## src/hw/vcrr_pkg.sv

```systemverilog
package vcrr_pkg;

    // ------------------------------------------------------------
    // register offsets (byte addresses in configuration space)
    // ------------------------------------------------------------
    localparam logic [11:0] VCRR_OFS_CAP     = 12'h158; // channel resource capability
    localparam logic [11:0] VCRR_OFS_CTRL    = 12'h15C; // channel resource control
    localparam logic [11:0] VCRR_OFS_STAT    = 12'h160; // channel resource status

    // ------------------------------------------------------------
    // device-specific group bounds
    // ------------------------------------------------------------
    localparam logic [11:0] VCRR_ERR_LO      = 12'h1C8; // error check and debug group
    localparam logic [11:0] VCRR_ERR_HI      = 12'h1FC;
    localparam logic [11:0] VCRR_PHY_LO      = 12'h200; // physical layer group
    localparam logic [11:0] VCRR_PHY_HI      = 12'h2C4;
    localparam logic [11:0] VCRR_CAM_LO      = 12'h2C8; // routing cam group
    localparam logic [11:0] VCRR_CAM_HI      = 12'h6BC;
    localparam logic [11:0] VCRR_BAR_LO      = 12'h6C0; // base address shadow group
    localparam logic [11:0] VCRR_BAR_HI      = 12'h73C;
    localparam logic [11:0] VCRR_RSV_LO      = 12'h740; // reserved hole
    localparam logic [11:0] VCRR_RSV_HI      = 12'h9EC;
    localparam logic [11:0] VCRR_ICH_LO      = 12'h9F0; // ingress credit handler group
    localparam logic [11:0] VCRR_ICH_HI      = 12'hB7C;

    // ------------------------------------------------------------
    // field positions and reset values
    // ------------------------------------------------------------
    localparam int          VCRR_MAP_LSB     = 1;       // writable map bits 7:1
    localparam int          VCRR_MAP_MSB     = 7;
    localparam logic [7:0]  VCRR_MAP_RST     = 8'hFF;   // every class mapped at reset
    localparam int          VCRR_EN_BIT      = 31;      // channel enable
    localparam int          VCRR_PEND_BIT    = 17;      // negotiation pending
    localparam logic [31:0] VCRR_CAP_VALUE   = 32'h0000_0000;

    // ------------------------------------------------------------
    // device-specific group select
    // ------------------------------------------------------------
    typedef enum logic [2:0] {
        VCRR_GRP_NONE = 3'h0,
        VCRR_GRP_ERR  = 3'h1,
        VCRR_GRP_PHY  = 3'h3,
        VCRR_GRP_CAM  = 3'h2,
        VCRR_GRP_BAR  = 3'h6,
        VCRR_GRP_RSV  = 3'h7,
        VCRR_GRP_ICH  = 3'h5
    } vcrr_grp_t;

    // configuration request carried as one bundle
    typedef struct packed {
        logic        rd;      // read strobe
        logic        wr;      // write strobe
        logic        mem;     // memory-mapped path
        logic        ind;     // indirect configuration path
        logic [11:0] addr;    // byte address
        logic [3:0]  be;      // byte enables
        logic [31:0] wdata;   // write data
    } vcrr_req_t;

endpackage : vcrr_pkg

```

## src/hw/vcrr_regs.sv

```systemverilog
`timescale 1ns/1ps

// Behaviour
// - capability register always reads zero
// - map bit 0 reads fixed one
// - map bits 7:1 writable, reset set
// - arbitration load/select fields read zero
// - channel identifier field reads zero
// - channel enable bit always reads one
// - arbitration table status reads zero
// - pending set from reset until negotiation done
// - decode error/debug and physical layer groups
// - decode routing cam and shadow groups
// - reserved hole, then ingress credit group
// - reverse bridge: memory and indirect access
// - control register at offset 15Ch
module vcrr_regs
    import vcrr_pkg::*;
(
    input  wire logic        sys_clk,          // core clock, 25 MHz
    input  wire logic        rst,              // async, active high
    input  wire vcrr_req_t   req,              // configuration request
    input  wire logic        reverse_bridge,   // reverse transparent bridge mode
    input  wire logic        link_vc_init_done,// link channel init finished
    output logic [31:0]      rdata,            // read data
    output logic             ack,              // one-cycle answer pulse
    output logic [7:0]       class_to_channel_map, // current class map
    output logic             ds_sel,           // device-specific access strobe
    output vcrr_grp_t        ds_group          // selected device-specific group
);

    // ------------------------------------------------------------
    // decode helpers
    // ------------------------------------------------------------
    // group lookup, used for reads and writes alike
    // ranges are inclusive; an address outside every group decodes as none
    function automatic vcrr_grp_t grp_of(input logic [11:0] a);
        if (a >= VCRR_ERR_LO && a <= VCRR_ERR_HI) begin
            grp_of = VCRR_GRP_ERR;
        end else if (a >= VCRR_PHY_LO && a <= VCRR_PHY_HI) begin
            grp_of = VCRR_GRP_PHY;
        end else if (a >= VCRR_CAM_LO && a <= VCRR_CAM_HI) begin
            grp_of = VCRR_GRP_CAM;
        end else if (a >= VCRR_BAR_LO && a <= VCRR_BAR_HI) begin
            grp_of = VCRR_GRP_BAR;
        end else if (a >= VCRR_RSV_LO && a <= VCRR_RSV_HI) begin
            grp_of = VCRR_GRP_RSV;
        end else if (a >= VCRR_ICH_LO && a <= VCRR_ICH_HI) begin
            grp_of = VCRR_GRP_ICH;
        end else begin
            grp_of = VCRR_GRP_NONE;
        end
    endfunction : grp_of

    // request-side decode, combinational from the bundle; map_q and pending are registered
    logic              access;      // any strobe this cycle
    logic              path_ok;     // access path permitted
    logic [31:0]       next_rdata;  // read mux result
    logic [7:0]        map_q;       // writable class map bits
    logic              pending;     // negotiation pending state
    vcrr_grp_t         grp_now;     // decoded group

    assign access  = req.rd | req.wr;
    assign grp_now = grp_of(req.addr);
    // in reverse mode either path reaches the device-specific space,
    // otherwise only plain configuration (neither alternate path flagged)
    assign path_ok = reverse_bridge ? (req.mem | req.ind)
                                    : ~(req.mem | req.ind);

    // ------------------------------------------------------------
    // class map register
    // ------------------------------------------------------------
    // only bits 7:1 take writes; bit 0 is forced one on read
    // be[0] alone gates the write because the whole map sits in byte 0
    always_ff @(posedge sys_clk or posedge rst) begin
        if (rst) begin
            map_q <= VCRR_MAP_RST;
        end else if (req.wr && req.be[0] && req.addr == VCRR_OFS_CTRL) begin
            map_q[VCRR_MAP_MSB:VCRR_MAP_LSB] <= req.wdata[VCRR_MAP_MSB:VCRR_MAP_LSB];
        end
    end

    // ------------------------------------------------------------
    // negotiation pending flag
    // ------------------------------------------------------------
    // set at reset, falls once the link reports init done; a later
    // loss of init is not re-reported, the link retrains via reset
    always_ff @(posedge sys_clk or posedge rst) begin
        if (rst) begin
            pending <= 1'b1;
        end else if (link_vc_init_done) begin
            pending <= 1'b0;
        end
    end

    // ------------------------------------------------------------
    // read mux
    // ------------------------------------------------------------
    // unmapped addresses fall through to zero
    // select is combinational; rdata registers it one edge later, so a
    // requester sees every read with the same fixed one-cycle latency
    always_comb begin
        next_rdata = 32'h0000_0000;
        if (req.addr == VCRR_OFS_CAP) begin
            next_rdata = VCRR_CAP_VALUE;
        end else if (req.addr == VCRR_OFS_CTRL) begin
            // load/select and id fields stay zero
            next_rdata[VCRR_MAP_MSB:VCRR_MAP_LSB] = map_q[VCRR_MAP_MSB:VCRR_MAP_LSB];
            next_rdata[0]           = 1'b1;
            next_rdata[VCRR_EN_BIT] = 1'b1;
        end else if (req.addr == VCRR_OFS_STAT) begin
            next_rdata[VCRR_PEND_BIT] = pending;
        end
        // bit 16 of control and status stays zero
        next_rdata[16] = 1'b0;
        next_rdata[16] = next_rdata[16] & 1'b0;
        next_rdata[26:24] = 3'h0;
    end

    // ------------------------------------------------------------
    // answer and outputs
    // ------------------------------------------------------------
    // writes answer with zero data so a stale read word never lingers
    always_ff @(posedge sys_clk or posedge rst) begin
        if (rst) begin
            rdata <= 32'h0000_0000;
            ack   <= 1'b0;
        end else begin
            ack   <= access;
            rdata <= req.rd ? next_rdata : 32'h0000_0000;
        end
    end

    // mirror of map with bit 0 held one, for the routing logic
    always_ff @(posedge sys_clk or posedge rst) begin
        if (rst) begin
            class_to_channel_map <= VCRR_MAP_RST;
        end else begin
            class_to_channel_map <= {map_q[VCRR_MAP_MSB:VCRR_MAP_LSB], 1'b1};
        end
    end

    // group strobe to the device-specific blocks; reserved hole gets none
    // ds_group still shows the code when the path is refused, so the
    // far blocks can log the attempt without acting on it
    always_ff @(posedge sys_clk or posedge rst) begin
        if (rst) begin
            ds_sel   <= 1'b0;
            ds_group <= VCRR_GRP_NONE;
        end else begin
            ds_sel   <= access && path_ok && grp_now != VCRR_GRP_NONE
                        && grp_now != VCRR_GRP_RSV;
            ds_group <= access ? grp_now : VCRR_GRP_NONE;
        end
    end
endmodule : vcrr_regs

```

## config.mk

```make
export PLATFORM = sky130hd
export DESIGN_NAME = vcrr_regs
export DESIGN_NICKNAME = d
export VERILOG_FILES = /design/src/hw/vcrr_pkg.sv /design/src/hw/vcrr_regs.sv
export SDC_FILE = /design/constraint.sdc
export NUM_CORES = 1
export LEC_CHECK = 0
export ABC_AREA = 0
export BUFFER_PORTS_ARGS = -buffer_cell sky130_fd_sc_hd__buf_2
export CAP_MARGIN = 10
export CELL_PAD_IN_SITES_DETAIL_PLACEMENT = 0
export CELL_PAD_IN_SITES_GLOBAL_PLACEMENT = 1
export CORE_UTILIZATION = 28
export CTS_BUF_LIST = sky130_fd_sc_hd__clkbuf_4 sky130_fd_sc_hd__clkbuf_8
export DETAILED_ROUTE_END_ITERATION = 12
export GPL_ROUTABILITY_DRIVEN = 0
export PLACE_DENSITY = 0.87
export SLEW_MARGIN = 20
export SYNTH_ARGS = -nofsm -noshare
export SYNTH_HDL_FRONTEND = slang
export SYNTH_SLANG_ARGS = --single-unit
```

## constraint.sdc

```tcl
create_clock -name sys_clk -period 0.81 [get_ports sys_clk]
set_input_delay 0.162 -clock sys_clk [delete_from_list [all_inputs] [get_ports sys_clk]]
set_output_delay 0.162 -clock sys_clk [all_outputs]
set_load 0.02 [all_outputs]
```

After elaboration in Yosys (flattened, before gate mapping)
Cells that the tools add are included.

word-level totals
  input bits = 56
  register bits after elaboration = 52

operators by class
  eq/ne operators = 4
  order comparisons = 12
  reductions and logical operators = 12
  bitwise logic cells = 3
  muxes and demuxes = 16

operator list
  cell                  number
  $eq 12x9->1 const B   3
  $mux 32               1
  $ge 12x10->1 const B  2
  $ge 12x11->1 const B  2
  $le 12x11->1 const B  2
  $le 12x12->1 const B  2
  $mux 3                7
  $mux 8                2
  $ge 12x12->1 const B  1
  $ge 12x9->1 const B   1
  $le 12x10->1 const B  1
  $le 12x9->1 const B   1
  $logic_and 1x1->1     11
  $mux 1                6
  $ne 3x3->1 const B    1
  $reduce_bool 3->1     1
  $or 1x1->1            2
  $not 1->1             1

Longest topological paths before layout
Gate-level depths: netlist of the first run.

  depth in word-level cells = 11
  depth in mapped cells = 6
  mapped depth without buffers = 5

Least setup slack after synthesis of the first run
No wires, ideal clock.

  path type = in2reg
  start point = input req[41] (netlist bit)
  end point = register ds_sel
  path buffers = 1
  cell stages on the path = 6
  data required time = 0.684 ns
  setup slack = -0.612 ns
  arrival time = 1.297 ns
  setup time = 0.126 ns
  cells stage by stage = buf_6 > or3_4 > a211oi_2 > a211o_1 > nand2_1 > o311a_1

between the ends
  word-level cells in the longest chain between the ends = 11

ends and longest elaborated chain
  item                                                 RTL line          text
  start, declared                                      vcrr_regs.sv:22   input wire vcrr_req_t req,
  $ge 12x12->1 / $le 12x12->1 (equally long branches)  vcrr_regs.sv:48   end else if (a >= VCRR_ICH_LO && a <= VCRR_ICH_HI) begin
  $logic_and 1x1->1                                    vcrr_regs.sv:48
  $mux 3                                               vcrr_regs.sv:48
  $mux 3                                               vcrr_regs.sv:46   end else if (a >= VCRR_RSV_LO && a <= VCRR_RSV_HI) begin
  $mux 3                                               vcrr_regs.sv:44   end else if (a >= VCRR_BAR_LO && a <= VCRR_BAR_HI) begin
  $mux 3                                               vcrr_regs.sv:42   end else if (a >= VCRR_CAM_LO && a <= VCRR_CAM_HI) begin
  $mux 3                                               vcrr_regs.sv:40   end else if (a >= VCRR_PHY_LO && a <= VCRR_PHY_HI) begin
  $mux 3 (*)                                           vcrr_regs.sv:38   if (a >= VCRR_ERR_LO && a <= VCRR_ERR_HI) begin
  $reduce_bool 3->1                                    vcrr_regs.sv:151  ds_sel <= access && path_ok && grp_now != VCRR_GRP_NONE
  $logic_and 1x1->1                                    vcrr_regs.sv:151
  $logic_and 1x1->1 (*)                                vcrr_regs.sv:152  && grp_now != VCRR_GRP_RSV;
  end signal, assigned                                 vcrr_regs.sv:151
  end, declared                                        vcrr_regs.sv:28   output logic ds_sel,

Every way passes the cells marked *; elsewhere a longest branch is shown, timed or not.
A chain may end at the register's enable or synchronous reset.

Final worst setup path of the first run
Ends and elaborated chain as after synthesis.

==> qor.txt, run 1 <==
Internal: 0.002347 W
violated checks: setup timing
# setup viols final: 42
P&R area growth vs syn: 58.83%
TritonCTS clock tree: yes
max cap viols: 0
chip width: 74.56 um
Tmin final: 1.240 ns
ys flop type: dfstp_2
RSZ-0062 raised after global routing: true
Hold Crit Endpoint: rdata[17]
run status: finished, violations left
Crit. End Element: flip-flop
TritonCTS Buffers: 5
gr ovfl total: 0
post-synth top area share: 26.74%
hold_sp: req[39]
Final WS setup: -0.4303 ns
Post-synth top cells: 24 x buf_4, 15 x dfstp_2, 14 x dfrtp_1
Fin. Hold Viols: 0
antenna cells: 0
Comb power frac: 19.1%
Die Ht: 74.56 um
largest net degree at the start of global routing: 30
Layout fillers: 486
vias in the first global route: 1,125
Core ar.: 5075 um2
critical path arrival: 1.39 ns
Sequential Power Share: 46.1%
io pins: 101
Cell Count, Final, Fillers Out: 278
hold_ws: 0.1134 ns
EDFF count, synth: 0
die area: 5558 um2
Worst Hold Depth: 2
top cells by area, synth: dfstp_2 27%, dfrtp_1 24%, buf_4 12%, mux2_2 5.3%, and2_1 3.0%
global-route wire length before repair: 5292 um
CTS root buffer: clkbuf_8
Longest Clk Path Bufs: 2
P_leak: 1.131 nW
reg2reg path depth: 2
H-tree depth: 2
placed insts: 265
switching power: 0.0008800 W
DR vias/cell: 4.385
Pins Over Slew Limit: 0
Port Buf Inserts: 49
wire length per cell: 12.86 um
pre-CTS setup slack: -0.7360 ns
post-synthesis sequential area ratio: 50.51%
total iterations of the first detailed-routing run: 4
DRC violations left: 0
Switching Share: 27.27%
Critical Path Source Type: primary input
worst vdd ir: 0.0006984 V
initial core utilization: 29.04%
Skew-Pair Late Insertion Delay: 0.27 ns
synthesis-stage register bit count: 29
row count: 26
Clock power frac: 34.7%
Mean Syn Cell Area: 11.70 um2
clock tree sinks: 29
Post-Route WL: 3576 um
final HPWL from detailed placement: 2391 um
Nets: 263
critical path class: in2reg
initial antenna violation count: 0
final setup TNS: -10.21 ns
Hold Crit Class: in2reg
worst reg2reg path endpoint: rdata[17]
post-route antenna net violation count: 0
Critical Path Fanout Max: 4
Synth warnings: 0
via count: 1,219
setup skew after layout: 0.003564 ns
Final Cycle Share: 153.1%
Worst-path clk slew: 0.06 ns
area leader, netlist: dfstp_2
CP required: 0.96 ns
initial DRC count: 31
Synth cell types: 44
power density over the cells: 1379 nW/um2
fmax: 0.8063 GHz
FFs w/ async S/R, synth: 100.0%
most frequent cell after synthesis: buf_4
gr usage total: 13.08%
area of the mapped netlist: 1474 um2
layout cell share with drive strength beyond 1: 64.90%
FF-to-FF setup slack: -0.06 ns
worst reg2reg startpoint: pending
cells after synthesis: 126
-- cells in the final DEF (no fill, tap or decap), types with 4 or more instances in the layout --
master,netlist,final
buf_6,1,34
conb_1,2,23
buf_4,24,23
buf_2,2,20
dfstp_2,15,15
dfrtp_1,14,14
mux2_2,7,6
and2_1,7,5
clkbuf_8,0,5
inv_1,4,4
nand2_1,4,4
-- state kept, by name, summed over array words and instances, names as in the netlist --
register and cells:
ack 1, ds_sel 1, rdata 9, pending 1, class_to_channel_map 7, ds_group 3, map_q 7
-- layer usage --
layer	GRT usage, %	vias to the layer above	routed length [um]	part of all wire (%)
met4	6.499	0	76	2.1
met2	23.42	64	1970	55
met1	13.90	590	1320	37
met5	0	-	0	0
li1	-	557	-	-
met3	3.930	8	208	5.8
-- worst max-delay path by stage --
| stage | start | to | slack, ns | cells past startpoint |
|---|---|---|---|---|
| after floorplan | req[41] | ds_sel | -0.55 | 6 |
| after global placement | req[37] | map_q[1] | -0.71 | 6 |
| after detailed placement | req[37] | map_q[1] | -0.74 | 6 |
| after CTS | req[41] | ds_sel | -0.39 | 6 |
| after global routing | req[41] | ds_sel | -0.46 | 6 |
| final | req[41] | ds_sel | -0.43 | 6 |
-- what timing repair did --
item	in CTS	in global routing
endpoints found under the setup margin	42	42
setup buffers	3	0
hold endpoints to repair	15	0
gates resized for setup	70	6
pin swaps	18	5
hold buffers	2	0
-- layout make-up --
type                            count  area [um2]  share of cell area [%]
Sequential cell                    29       744.5                   31.80
Multi-Input combinational cell     87       711.9                   30.41
Timing Repair Buffer               80       695.7                   29.72
Tap cell                           70       87.58                   3.741
Clock buffer                        5       68.82                   2.940
Clock inverter                      3       17.52                  0.7483
Inverter                            4       15.01                  0.6414
-- worst max-delay path, stage by stage --
cell and delay, ns:
buf_6 0.09, or3_4 0.42, a211oi_2 0.19, a211o_1 0.17
nand2_1 0.06, o311a_1 0.29
-- power by group through the flow --
stage / Combinational (W) / Sequential, W / Clock, W
5_1_grt: 0.000664 / 0.00149 / 0.00125
4_1_cts: 0.000593 / 0.00149 / 0.00117
2_1_floorplan: 0.000329 / 0.00154 / 0
6_report: 0.000618 / 0.00149 / 0.00112
3_3_place_gp: 0.000491 / 0.00151 / 0
3_5_place_dp: 0.000496 / 0.00151 / 0
-- metrics by stage --
stage	util [%]	area, um2	power (W)
2_1_floorplan	-	1588	0.001864
3_3_place_gp	37.80	1918	0.001996
3_5_place_dp	37.80	1918	0.002001
4_1_cts	45.41	2305	0.003256
5_1_grt	46.13	2341	0.003403
6_report	46.13	2341	0.003227
-- logic make-up after synthesis --
kind of cell | after synthesis | share of synthesized area [%]
simple gates | 38 | 18.00
buf+inv | 31 | 14.69
flops | 29 | 50.51
compound gates | 19 | 10.95
mux | 7 | 5.348
other cells | 2 | 0.5095
Power figures use the tool's default switching activity.
==> run 2, diff against run 1 <==
SKIP_CTS_REPAIR_TIMING = 1   (was unset)
==> qor.txt, run 2 (synthesized netlist as in run 1, its figures left out) <==
run status: finished, violations left
violated checks: setup timing
RSZ-0062 raised after global routing: true
setup skew after layout: 0.003917 ns (+0.0003533 ns)
Final Cycle Share: 152.6% (-0.55 points)
via count: 1,204 (-1.2%)
Critical Path Fanout Max: 3 (-1)
reg2reg path depth: 2 (unchanged)
die area: 5558 um2 (unchanged)
Worst-path clk slew: 0.06 ns (about the same)
Final WS setup: -0.4259 ns (+0.004433 ns)
Layout fillers: 487 (+0.21%)
Cell Count, Final, Fillers Out: 278 (unchanged)
Worst Hold Depth: 2 (unchanged)
Die Ht: 74.56 um (unchanged)
critical path arrival: 1.39 ns (about the same)
Port Buf Inserts: 49 (unchanged)
initial antenna violation count: 0 (unchanged)
Critical Path Source Type: primary input
Longest Clk Path Bufs: 2 (unchanged)
P&R area growth vs syn: 55.94%
Finished Core Util: 45.29% (-0.84 points)
Hold Crit Class: in2reg
critical path class: in2reg
H-tree depth: 2 (unchanged)
layout cell share with drive strength beyond 1: 64.42% (-0.48 points)
Top reg by flops: rdata
fmax: 0.8091 GHz (+0.36%)
Crit. End Element: flip-flop
Tmin final: 1.236 ns (-0.004433 ns)
clock tree sinks: 29 (unchanged)
DR vias/cell: 4.331 (-1.2%)
final HPWL from detailed placement: 2391 um (unchanged)
Pins Over Slew Limit: 0 (unchanged)
power density over the cells: 1394 nW/um2 (+1.2%)
largest net degree at the start of global routing: 30 (unchanged)
chip width: 74.56 um (unchanged)
# setup viols final: 42 (unchanged)
Largest regs: rdata: 9 flops, class_to_channel_map: 7 flops, map_q: 7 flops
Internal: 0.002338 W (-0.39%)
worst vdd ir: 0.0006799 V (-2.6%)
Comb power frac: 18.7% (-0.4 points)
max cap viols: 0 (unchanged)
global-route wire length before repair: 4740 um (-10%)
total iterations of the first detailed-routing run: 4 (unchanged)
Clock power frac: 34.9% (+0.2 points)
Switching Share: 27.06% (-0.21 points)
placed insts: 265 (unchanged)
gr usage total: 11.69% (-1.4 points)
vias in the first global route: 1,022 (-9.2%)
FF-to-FF setup slack: -0.06 ns (about the same)
max reg flops: 9 (unchanged)
io pins: 101 (unchanged)
row count: 26 (unchanged)
post-route antenna net violation count: 0 (unchanged)
DRC violations left: 0 (unchanged)
initial core utilization: 29.04% (unchanged)
CTS root buffer: clkbuf_8
CP required: 0.96 ns (about the same)
leading cell type in the layout, fill and taps excluded: buf_6
switching power: 0.0008672 W (-1.5%)
initial DRC count: 26 (-16%)
wire length per cell: 12.46 um (-3.1%)
antenna cells: 0 (unchanged)
Sequential Power Share: 46.4% (+0.3 points)
TritonCTS clock tree: yes
P_leak: 1.121 nW (-0.86%)
Core ar.: 5075 um2 (unchanged)
gr ovfl total: 0 (unchanged)
most frequent cells in the layout: 30 x buf_6, 25 x buf_4, 23 x conb_1
final setup TNS: -10.20 ns (+0.01160 ns)
Nets: 263 (unchanged)
TritonCTS Buffers: 5 (unchanged)
Fin. Hold Viols: 0 (unchanged)
Post-Route WL: 3464 um (-3.1%)
Skew-Pair Late Insertion Delay: 0.27 ns (about the same)
-- run 2: final cells by class --
class,count,area (um2),share of cell area [%]
well taps,70,87.58,3.811
inverters,4,15.01,0.6532
clock buffers,5,68.82,2.994
clock inverters,3,17.52,0.7621
flip-flops and latches,29,744.5,32.39
repair buffers,80,675.6,29.40
multi-input cells,87,689.4,29.99
-- run 2: power by group through the flow --
stage | combinational [W] | clock (W) | sequential (W)
floorplan | 0.000329 | 0 | 0.00154
global placement | 0.000491 | 0 | 0.00151
detailed placement | 0.000496 | 0 | 0.00151
CTS | 0.000499 | 0.00117 | 0.00148
global route | 0.000645 | 0.00125 | 0.00149
finish | 0.000600 | 0.00112 | 0.00149
-- run 2: routing by layer --
layer	GRT usage, %	routed length [um]	vias to the layer above	part of all wire (%)
li1	-	-	558	-
met1	12.98	1266	571	37
met2	19.72	1902	65	55
met3	4.065	216	10	6.2
met4	6.080	79	0	2.3
met5	0	0	-	0
-- run 2: path summary, 6_finish.rpt --
path                       startpoint                      end
setup / recovery              req[44]                   ds_sel
hold / removal                req[39]                rdata[17]
setup reg to reg              pending                rdata[17]
hold reg to reg              map_q[4]  class_to_channel_map[4]
max in group asynchronous         rst  class_to_channel_map[6]
min in group asynchronous         rst                      ack
-- run 2: stage by stage --
step	instance area (um2)	setup slack, ns	hold slack (ns)	power, W
final	2298	-0.4259	0.04402	0.003205
after global routing	2298	-0.4667	0.02937	0.003384
after CTS	2004	-0.4421	-0.08927	0.003156
after detailed placement	1918	-0.7360	0.2076	0.002001
after global placement	1918	-0.7111	0.2028	0.001996
after floorplan	1588	-0.5515	0.1938	0.001864
-- run 2: critical path: stages --
cell and delay (ns):
buf_2 0.11, and4b_4 0.36, nor2_4 0.05, o311ai_4 0.27
nand2_1 0.08, o311a_1 0.35
==> run 3, diff against run 2 <==
CORE_ASPECT_RATIO = 0.75   (was unset)
GPL_TIMING_DRIVEN = 0   (was unset)
==> qor.txt, run 3 (synthesized netlist as in run 1, its figures left out) <==
run status: finished, violations left
violated checks: hold timing, setup timing
clock tree sinks: 29 (unchanged)
TritonCTS clock tree: yes
Core ar.: 4982 um2 (-1.8%)
TritonCTS Buffers: 5 (unchanged)
hold_ws: -0.05190 ns (-0.09592 ns)
Final WS setup: -0.4509 ns (-0.02503 ns)
row count: 22 (-15%)
Layout fillers: 450 (-7.6%)
Die Ht: 64.84 um (-13%)
die area: 5561 um2 (about the same)
Switching Share: 25.55% (-1.5 points)
Multi-input gate area: 640.6 um2 (-7.1%)
Tmin final: 1.261 ns (+0.02504 ns)
CP required: 0.96 ns (about the same)
Final Cycle Share: 155.7% (+3.1 points)
power density over the cells: 1428 nW/um2 (+2.4%)
Pins Over Slew Limit: 0 (unchanged)
global-route wire length before repair: 4678 um (-1.3%)
# setup viols final: 42 (unchanged)
Top reg by flops: rdata
register cell area after layout: 744.5 um2 (unchanged)
layout cell share with drive strength beyond 1: 61.35% (-3.1 points)
Critical Path Source Type: primary input
critical path arrival: 1.41 ns (+0.02 ns)
CTS root buffer: clkbuf_8
vias in the first global route: 970 (-5.1%)
DR vias/cell: 4.082 (-5.7%)
P_leak: 1.124 nW (+0.22%)
most frequent cells in the layout: 31 x buf_4, 27 x buf_6, 23 x conb_1
Post-DP Area: 1918 um2 (unchanged)
Crit. End Element: flip-flop
H-tree depth: 2 (unchanged)
critical path class: in2reg
largest net degree at the start of global routing: 30 (unchanged)
Worst-path clk slew: 0.06 ns (about the same)
gr usage total: 11.22% (-0.47 points)
Longest Clk Path Bufs: 2 (unchanged)
design area: 2228 um2 (-3.0%)
Largest regs: rdata: 9 flops, class_to_channel_map: 7 flops, map_q: 7 flops
switching power: 0.0008127 W (-6.3%)
Hold Crit Class: in2async
Fin. Hold Viols: 14 (+14)
leading cell type in the layout, fill and taps excluded: buf_4
Rel. slew slack: 61.46%
gr ovfl total: 0 (unchanged)
RSZ-0062 raised after global routing: true
Sequential Power Share: 46.8% (+0.4 points)
P&R area growth vs syn: 51.19%
Finished Core Util: 44.73% (-0.56 points)
Skew-Pair Late Insertion Delay: 0.27 ns (about the same)
CP max-delay cell: o311ai_2
io pins: 101 (unchanged)
Comb power frac: 17.9% (-0.8 points)
setup skew after layout: 0.002691 ns (-0.001226 ns)
Port Buf Inserts: 48 (-2.0%)
Post-Route WL: 3013 um (-13%)
via count: 1,139 (-5.4%)
Nets: 262 (-0.38%)
initial antenna violation count: 0 (unchanged)
DRC violations left: 0 (unchanged)
worst vdd ir: 0.0004877 V (-28%)
worst slew pin tran: 0.5773 ns
fmax: 0.7931 GHz (-2.0%)
Critical Path Fanout Max: 7 (+4)
antenna cells: 0 (unchanged)
Internal: 0.002369 W (+1.3%)
final HPWL from detailed placement: 2216 um (-7.3%)
crit-path cells: buf_4 -> and4b_4 -> nor4b_2 -> o311ai_2 -> nand2_1 -> o311a_1
wire length per cell: 10.80 um (-13%)
total iterations of the first detailed-routing run: 4 (unchanged)
initial core utilization: 29.58% (+0.54 points)
initial DRC count: 119 (+360%)
Crit path largest cell delay: 0.36 ns (about the same)
chip width: 85.78 um (+15%)
post-route antenna net violation count: 0 (unchanged)
Clock power frac: 35.4% (+0.5 points)
max reg flops: 9 (unchanged)
max cap viols: 0 (unchanged)
==> run 3: metrics by stage <==
step	power (W)	std cells	TNS, ns	worst slack (ns)
final	0.003181	279	-11.04	-0.4509
after global routing	0.003371	279	-12.99	-0.4955
after CTS	0.003155	275	-13.16	-0.5221
after detailed placement	0.002006	267	-21.30	-0.8086
after global placement	0.002002	267	-21.23	-0.8363
after floorplan	0.001864	147	-8.084	-0.5515
==> run 3: path summary, 6_finish.rpt <==
path	startpoint	to	slack, ns	cells after the start
setup / recovery	req[43]	ds_sel	-0.45	6
hold reg to reg	map_q[3]	class_to_channel_map[3]	0.37	0
max in group asynchronous	rst	rdata[17]	0.48	2
min in group sys_clk	link_vc_init_done	pending	0.02	2
hold / removal	rst	rdata[1]	-0.05	2
setup reg to reg	pending	rdata[17]	-0.03	2
==> run 3: routing by layer <==
| metal | track usage, % | vias to the layer above | share of wire (%) |
|---|---|---|---|
| met3 | 4.586 | 2 | 8.5 |
| met2 | 17.10 | 57 | 48 |
| met1 | 13.96 | 522 | 43 |
| met4 | 5.000 | 0 | 0.76 |
| li1 | - | 558 | - |
| met5 | 0 | - | 0 |
==> run 3: area by class of cell <==
cell class / count / share of cell area, %
flip-flops and latches: 29 / 33.41
multi-input cells: 87 / 28.75
repair buffers: 53 / 19.99
plain buffers: 26 / 9.264
well taps: 72 / 4.043
clock buffers: 6 / 3.425
inverters: 4 / 0.6738
clock inverters: 2 / 0.4492
==> run 3: critical path, delay by kind of cell <==
family / cells / cell delay, ns
buffers and inverters: 1 / 0.14
AND/OR/NAND/NOR: 3 / 0.45
AO/OA/AOI/OAI: 2 / 0.65
==> run 3: power by group through the flow <==
stage	Combinational, W	Clock (W)	Sequential, W
after floorplan	0.000329	0	0.00154
after global placement	0.000498	0	0.00150
after detailed placement	0.000501	0	0.00151
after CTS	0.000502	0.00117	0.00148
after global routing	0.000613	0.00127	0.00149
final	0.000568	0.00113	0.00149
